==> src/pkg/mcr_pkg.sv <==
// mcr_pkg: constants and carrier types of the motion command register bank
// assumes: a protocol layer delivers one decoded register or bit request per cycle
`default_nettype none

package mcr_pkg;

    localparam int unsigned DATA_W = 16;
    localparam int unsigned ADDR_W = 16;
    localparam int unsigned POS_W  = 6;

    // word addresses
    localparam logic [15:0] ADDR_CTRL_WORD   = 16'h0D00;
    localparam logic [15:0] ADDR_POS_SELECT  = 16'h0D03;
    localparam logic [15:0] ADDR_POS_DIRECT  = 16'h9800;

    // bit addresses of the control word
    localparam logic [15:0] BADDR_REDUCED_SPEED = 16'h0401;
    localparam logic [15:0] BADDR_SERVO         = 16'h0403;
    localparam logic [15:0] BADDR_ALARM_CLEAR   = 16'h0407;
    localparam logic [15:0] BADDR_PAUSE         = 16'h040A;
    localparam logic [15:0] BADDR_HOME          = 16'h040B;
    localparam logic [15:0] BADDR_MOVE          = 16'h040C;
    // bit addresses of the position select word, bit 5 first
    localparam logic [15:0] BADDR_POSNUM_BIT5   = 16'h043A;
    localparam logic [15:0] BADDR_POSNUM_BIT0   = 16'h043F;

    // control word bit positions
    localparam int unsigned BIT_REDUCED_SPEED = 14;
    localparam int unsigned BIT_SERVO         = 12;
    localparam int unsigned BIT_ALARM_CLEAR   = 8;
    localparam int unsigned BIT_PAUSE         = 5;
    localparam int unsigned BIT_HOME          = 4;
    localparam int unsigned BIT_MOVE          = 3;

    localparam logic [15:0] CTRL_MASK  = 16'h5138;
    localparam logic [15:0] CTRL_RESET = 16'h0000;
    localparam logic [5:0]  POS_RESET  = 6'h00;
    localparam logic [15:0] ZERO_WORD  = 16'h0000;

    typedef struct packed {
        logic        valid;
        logic        write;
        logic        bit_access;
        logic [15:0] addr;
        logic [15:0] wdata;
    } mcr_req_t;

    typedef struct packed {
        logic        valid;
        logic        error;
        logic [15:0] rdata;
    } mcr_rsp_t;

    typedef struct packed {
        logic       reduced_speed_select;
        logic       servo_energize;
        logic       pause_hold;
        logic       alarm_clear_edge;
        logic       home_launch_edge;
        logic       move_launch_edge;
        logic [5:0] move_position;
    } mcr_cmd_t;

endpackage : mcr_pkg

`default_nettype wire

==> src/hw/mcr_edge_detect.sv <==
// mcr_edge_detect: per-bit zero-to-one detector over a register word
// assumes: input is a registered word in the same clock domain
`timescale 1ns/1ps
`default_nettype none

module mcr_edge_detect #(
    parameter int unsigned WIDTH = 16
) (
    input  wire logic             clock,
    input  wire logic             reset_n,
    input  wire logic             clk_en,
    input  wire logic [WIDTH-1:0] level_in,
    output logic      [WIDTH-1:0] rise_out
);

    typedef struct packed {
        logic [WIDTH-1:0] prev;
    } mcr_edge_state_t;

    mcr_edge_state_t state_q;
    mcr_edge_state_t state_d;

    always_comb begin
        state_d      = state_q;
        state_d.prev = level_in;
    end

    always_ff @(posedge clock) begin
        if (!reset_n) begin
            state_q <= '0;
        end else if (clk_en) begin
            state_q <= state_d;
        end
    end

    genvar gi;
    generate
        for (gi = 0; gi < WIDTH; gi++) begin : g_bit
            assign rise_out[gi] = level_in[gi] & ~state_q.prev[gi];
        end
    endgenerate

endmodule : mcr_edge_detect

`default_nettype wire

==> src/hw/mcr_command_bank.sv <==
// mcr_command_bank: control word and position select registers of the actuator controller
// assumes: the serial protocol layer hands over one decoded request per enabled cycle
`timescale 1ns/1ps
`default_nettype none

module mcr_command_bank (
    input  wire logic              clock,
    input  wire logic              reset_n,
    input  wire logic              clk_en,
    input  wire logic              numeric_mode,
    input  wire mcr_pkg::mcr_req_t req,
    output mcr_pkg::mcr_rsp_t      rsp,
    output mcr_pkg::mcr_cmd_t      cmd
);

    ////////////////////////////////////////////////////////////////////////////
    // state

    typedef struct packed {
        logic [15:0] ctrl;
        logic [5:0]  pos;
        logic [5:0]  dpos;
        logic [5:0]  target;
        logic        clear_p;
        logic        home_p;
        logic        move_p;
        logic        rsp_valid;
        logic        rsp_error;
        logic [15:0] rsp_data;
    } mcr_bank_state_t;

    mcr_bank_state_t state_q;
    mcr_bank_state_t state_d;
    logic [15:0]     rise_w;

    mcr_edge_detect #(
        .WIDTH    (mcr_pkg::DATA_W)
    ) u_edge (
        .clock    (clock),
        .reset_n  (reset_n),
        .clk_en   (clk_en),
        .level_in (state_q.ctrl),
        .rise_out (rise_w)
    );

    ////////////////////////////////////////////////////////////////////////////
    // request decode

    logic       hit_ctrl;
    logic       hit_pos;
    logic       hit_dpos;
    logic       hit_cbit;
    logic       hit_pbit;
    logic [3:0] cbit_idx;
    logic [2:0] pbit_idx;
    logic       direct_wr;

    always_comb begin
        hit_ctrl = req.valid && !req.bit_access && req.addr == mcr_pkg::ADDR_CTRL_WORD;
        hit_pos  = req.valid && !req.bit_access && req.addr == mcr_pkg::ADDR_POS_SELECT;
        hit_dpos = req.valid && !req.bit_access && req.addr == mcr_pkg::ADDR_POS_DIRECT;
        hit_cbit = req.valid && req.bit_access;
        cbit_idx = 4'h0;
        case (req.addr)
            mcr_pkg::BADDR_REDUCED_SPEED: cbit_idx = 4'(mcr_pkg::BIT_REDUCED_SPEED);
            mcr_pkg::BADDR_SERVO:         cbit_idx = 4'(mcr_pkg::BIT_SERVO);
            mcr_pkg::BADDR_ALARM_CLEAR:   cbit_idx = 4'(mcr_pkg::BIT_ALARM_CLEAR);
            mcr_pkg::BADDR_PAUSE:         cbit_idx = 4'(mcr_pkg::BIT_PAUSE);
            mcr_pkg::BADDR_HOME:          cbit_idx = 4'(mcr_pkg::BIT_HOME);
            mcr_pkg::BADDR_MOVE:          cbit_idx = 4'(mcr_pkg::BIT_MOVE);
            default:                      hit_cbit = 1'b0;
        endcase
        // position bits count down: lowest address is bit 5
        hit_pbit = req.valid && req.bit_access
                   && req.addr >= mcr_pkg::BADDR_POSNUM_BIT5
                   && req.addr <= mcr_pkg::BADDR_POSNUM_BIT0;
        pbit_idx = 3'(mcr_pkg::BADDR_POSNUM_BIT0 - req.addr);
        // direct start only in position-number mode
        direct_wr = hit_dpos && req.write && !numeric_mode;
    end

    ////////////////////////////////////////////////////////////////////////////
    // next state

    always_comb begin
        state_d           = state_q;
        state_d.rsp_valid = req.valid;
        state_d.rsp_error = 1'b0;
        state_d.rsp_data  = mcr_pkg::ZERO_WORD;
        if (hit_ctrl) begin
            if (req.write) begin
                state_d.ctrl = req.wdata & mcr_pkg::CTRL_MASK;
            end
            state_d.rsp_data = state_q.ctrl;
        end else if (hit_pos) begin
            if (req.write) begin
                state_d.pos = req.wdata[5:0];
            end
            state_d.rsp_data = {10'h000, state_q.pos};
        end else if (hit_dpos) begin
            if (req.write) begin
                state_d.dpos = req.wdata[5:0];
            end
            state_d.rsp_data = {10'h000, state_q.dpos};
        end else if (hit_cbit) begin
            if (req.write) begin
                state_d.ctrl[cbit_idx] = req.wdata[0];
            end
            state_d.rsp_data = {15'h0000, state_q.ctrl[cbit_idx]};
        end else if (hit_pbit) begin
            if (req.write) begin
                state_d.pos[pbit_idx] = req.wdata[0];
            end
            state_d.rsp_data = {15'h0000, state_q.pos[pbit_idx]};
        end else begin
            state_d.rsp_error = req.valid;
        end

        // pulses live one enabled cycle; levels pass straight from the register
        state_d.clear_p = rise_w[mcr_pkg::BIT_ALARM_CLEAR];
        state_d.home_p  = rise_w[mcr_pkg::BIT_HOME];
        state_d.move_p  = rise_w[mcr_pkg::BIT_MOVE] || direct_wr;
        // a direct write is the newer command, so it wins the target
        if (direct_wr) begin
            state_d.target = req.wdata[5:0];
        end else if (rise_w[mcr_pkg::BIT_MOVE]) begin
            state_d.target = state_q.pos;
        end
    end

    always_ff @(posedge clock) begin
        if (!reset_n) begin
            state_q      <= '0;
            state_q.ctrl <= mcr_pkg::CTRL_RESET;
            state_q.pos  <= mcr_pkg::POS_RESET;
            state_q.dpos <= mcr_pkg::POS_RESET;
        end else if (clk_en) begin
            state_q <= state_d;
        end
    end

    ////////////////////////////////////////////////////////////////////////////
    // outputs

    always_comb begin
        rsp.valid                = state_q.rsp_valid;
        rsp.error                = state_q.rsp_error;
        rsp.rdata                = state_q.rsp_data;
        cmd.reduced_speed_select = state_q.ctrl[mcr_pkg::BIT_REDUCED_SPEED];
        cmd.servo_energize       = state_q.ctrl[mcr_pkg::BIT_SERVO];
        cmd.pause_hold           = state_q.ctrl[mcr_pkg::BIT_PAUSE];
        cmd.alarm_clear_edge     = state_q.clear_p;
        cmd.home_launch_edge     = state_q.home_p;
        cmd.move_launch_edge     = state_q.move_p;
        cmd.move_position        = state_q.target;
    end
endmodule : mcr_command_bank

`default_nettype wire

==> config.mk <==
export PLATFORM = sky130hd
export DESIGN_NAME = mcr_command_bank
export DESIGN_NICKNAME = d
export VERILOG_FILES = /design/src/pkg/mcr_pkg.sv /design/src/hw/mcr_edge_detect.sv /design/src/hw/mcr_command_bank.sv
export SDC_FILE = /design/constraint.sdc
export NUM_CORES = 1
export LEC_CHECK = 0
export CAP_MARGIN = 20
export CORE_ASPECT_RATIO = 1.75
export CORE_MARGIN = 1.5
export CORE_UTILIZATION = 45
export CTS_BUF_LIST = sky130_fd_sc_hd__clkbuf_8
export DETAILED_ROUTE_END_ITERATION = 6
export DONT_BUFFER_PORTS = 1
export MAX_ROUTING_LAYER = met4
export PLACE_DENSITY = 0.71
export SKIP_LAST_GASP = 1
export SYNTH_ARGS = -nofsm -noshare
export SYNTH_HDL_FRONTEND = slang
export SYNTH_SLANG_ARGS = --single-unit
==> constraint.sdc <==
create_clock -name clock -period 2.85 [get_ports clock]
set_clock_uncertainty 0.1 [all_clocks]
set_input_delay 0.57 -clock clock [delete_from_list [all_inputs] [get_ports clock]]
set_output_delay 0.57 -clock clock [all_outputs]
set_load 0.02 [all_outputs]
==> impl_metrics.toml <==
[layout]
final_util = 0.4806
synthToLayoutAreaGrowth_pct = 4.105
num-nets-final = 387
antenna_cells = 0
final_layout_size_suffix_gt1_frac = 0.1445
postLayoutCellArea_sq_mm = 0.003427

[grt]
antenna_found_initial = 0
use_met3 = 0.06358
top_usage_layer = "met2"
grt-ovfl-total = 0
met1_usage = 0.2492
grt_pass1_vias = 2578
grt_usage = 0.2331
grt_pass1_wl_mm = 13.03
use_met2 = 0.3712
grt_max_degree = 48

[setup_path]
crit_slowest_cell = "or4_4"
critical-path-top-delay-family = "simple AND/OR/NAND/NOR gates"
path_cells = "or4_4 -> nor3_4 -> nand3_1 -> o22a_1 -> o221a_1"
worstPathRequired_ns = 2.99
end_kind = "flop"
max_stage_delay_ns = 0.56
arrival_ns = 2.29
critPathLaunchType = "input port"
crit_buf_inv = 0
path_max_fanout = 8
crit_type = "input port to flop"

[clocking]
h-tree-depth = 3
cts_buffer_depth = 2
cts_buffers = 9
insertion_delay_ns = 0.34
cts.sinks = 58
ctsHoldBuffers = 0
cts_resized = 0
cts_tree = "done"
clkSlewWorstSetupHoldPaths_ns = 0.07
post_cts_buffers = 0
root_buffer = "clkbuf_8"

[yosys]
ys.flop_type = "dfxtp_1"
syn_area_sq_mm = 0.003292
synth.most_common_cell = "dfxtp_1"
ys_warn_count = 0
async_flop_share = 0
ys_types = 65
yosys.area.top_type = "dfxtp_1"
synth-seq-cells = 58
syn_nets = 414
synthCells = 375
synth_top_area_frac = 0.3527
synth-edff-count = 0
synth_area_leaders = "dfxtp_1, buf_4, mux2i_1, a21oi_1, nor2_1"
synthTopCellsByCount = "dfxtp_1, nor2_1, buf_4, a21oi_1, nand2b_1"
seq_area_frac_synth = 0.3527
avgSynthCellArea_sq_um = 8.778

[sta]
rsz0062_at_grt = "no"
drv_slew = 0
period_minus_slack_ns = 2.155
tns_ns = 0
hold_viol = 0
worst_slew_margin_rel = 0.5606
period_share = 0.7561
tightest_slew_ns = 0.6541
setup_viol = 0
max_freq_ghz = 0.4641

[floorplan]
die-height_um = 116.1
dieWidth_um = 67.66
start_util = 0.4617
die_area_sq_mm = 0.007858
io_pins = 69
num_rows = 41
coreArea_sq_mm = 0.007131

[placement]
placed_area_sq_mm = 0.003194
globalplace.congestion = 0.9604
io_buffers = 0
dpl.hpwl_mm = 5.980

[routing]
drt-vias-per-instance = 6.036
dr.first_iter.drc_count = 140
vias = 2650
drc_errors = 0
routed_wl_mm = 8.247
wl_per_cell_um = 18.79
dr.pass1.iters = 5
ant_nets = 0

[power]
p_total_mw = 1.809
leakage_nw = 1.273
ir_drop_mv = 0.2424
power.density_mw_per_mm2 = 527.8

[job]
drv_cap = 0

[worst_hold_path]
hp-class = "input port to flop"

[status]
status = "complete, no violations"
## where the power goes
part / total (mW) / internal (mW) / switching, mW / leakage (nW)
Combinational: 0.0809 / 0.0335 / 0.0474 / 0.680
Sequential: 0.827 / 0.816 / 0.0110 / 0.468
Clock: 0.901 / 0.573 / 0.328 / 0.124
Total: 1.81 / 1.42 / 0.387 / 1.27
## cell usage in the layout, fill, tap and decap left out, types with 5 or more instances in the layout
cell      Yosys  layout
dfxtp_1      58      58
nor2_1       35      35
a21oi_1      30      30
nand2b_1     20      20
nand3_1      17      17
mux2i_1      17      17
nand2_1      15      15
and2_1       13      13
buf_4        32      12
o21ai_0      11      11
clkbuf_8      0       9
nor3_1        8       8
a211oi_1      8       8
mux2_1        6       6
a222oi_1      5       5
## logic make-up after synthesis
| group | Yosys count | synth area share |
|---|---|---|
| AOI/OAI and AO/OA | 88 | 0.1862 |
| xor gates and xnor gates | 1 | 0.002661 |
| buffers and inverters | 54 | 0.09920 |
| DFF | 58 | 0.3527 |
| muxes | 25 | 0.08247 |
| and+or+nand+nor | 149 | 0.2767 |
## flip-flops by register name (all words and copies together) (netlist names)
signal / cells
state_q: 25
rsp: 18
u_edge.state_q: 3
cmd: 12
## worst register-to-register path: stages, from the launching register on
cell and delay, ns:
dfxtp_1 0.36, mux4_2 0.48, a22oi_1 0.18, nor2_1 0.06, a211oi_1 0.19, a31oi_1 0.11
## through the flow
stage / cells / hold slack [ns] / setup WS [ns]
6_report: 439 / 0.2266 / 0.6952
5_1_grt: 439 / 0.2057 / 0.5352
4_1_cts: 439 / 0.2058 / 0.7115
3_5_place_dp: 423 / 0.3458 / 0.3442
3_3_place_gp: 423 / 0.3425 / 0.3507
2_1_floorplan: 375 / 0.3305 / 0.4898
## path summary, 6_finish.rpt
path                     from          end  slack (ns)  cells past startpoint
hold / removal         clk_en       rsp[4]        0.23                      1
setup reg to reg  state_q[33]       rsp[0]        1.24                      5
hold reg to reg   state_q[52]  state_q[52]        0.36                      1
setup / recovery      req[21]      cmd[11]        0.70                      5
## cell type report
class	instances	area, sq um
clock inverter	7	108.9
clock buffer	9	123.9
fill	699	3704
multi-input combinational	263	1804
timing repair buffer	13	110.1
sequential	58	1161
tap	86	107.6
inverter	3	11.26
## per-layer routing
layer / routed length (um) / up-vias / part of all wire
met4: 458 / 0 / 0.056
met5: 0 / - / 0
met3: 551 / 32 / 0.067
met2: 4087 / 112 / 0.50
li1: - / 1281 / -
met1: 3150 / 1225 / 0.38
Note: power is estimated with default switching activity, not from simulation.
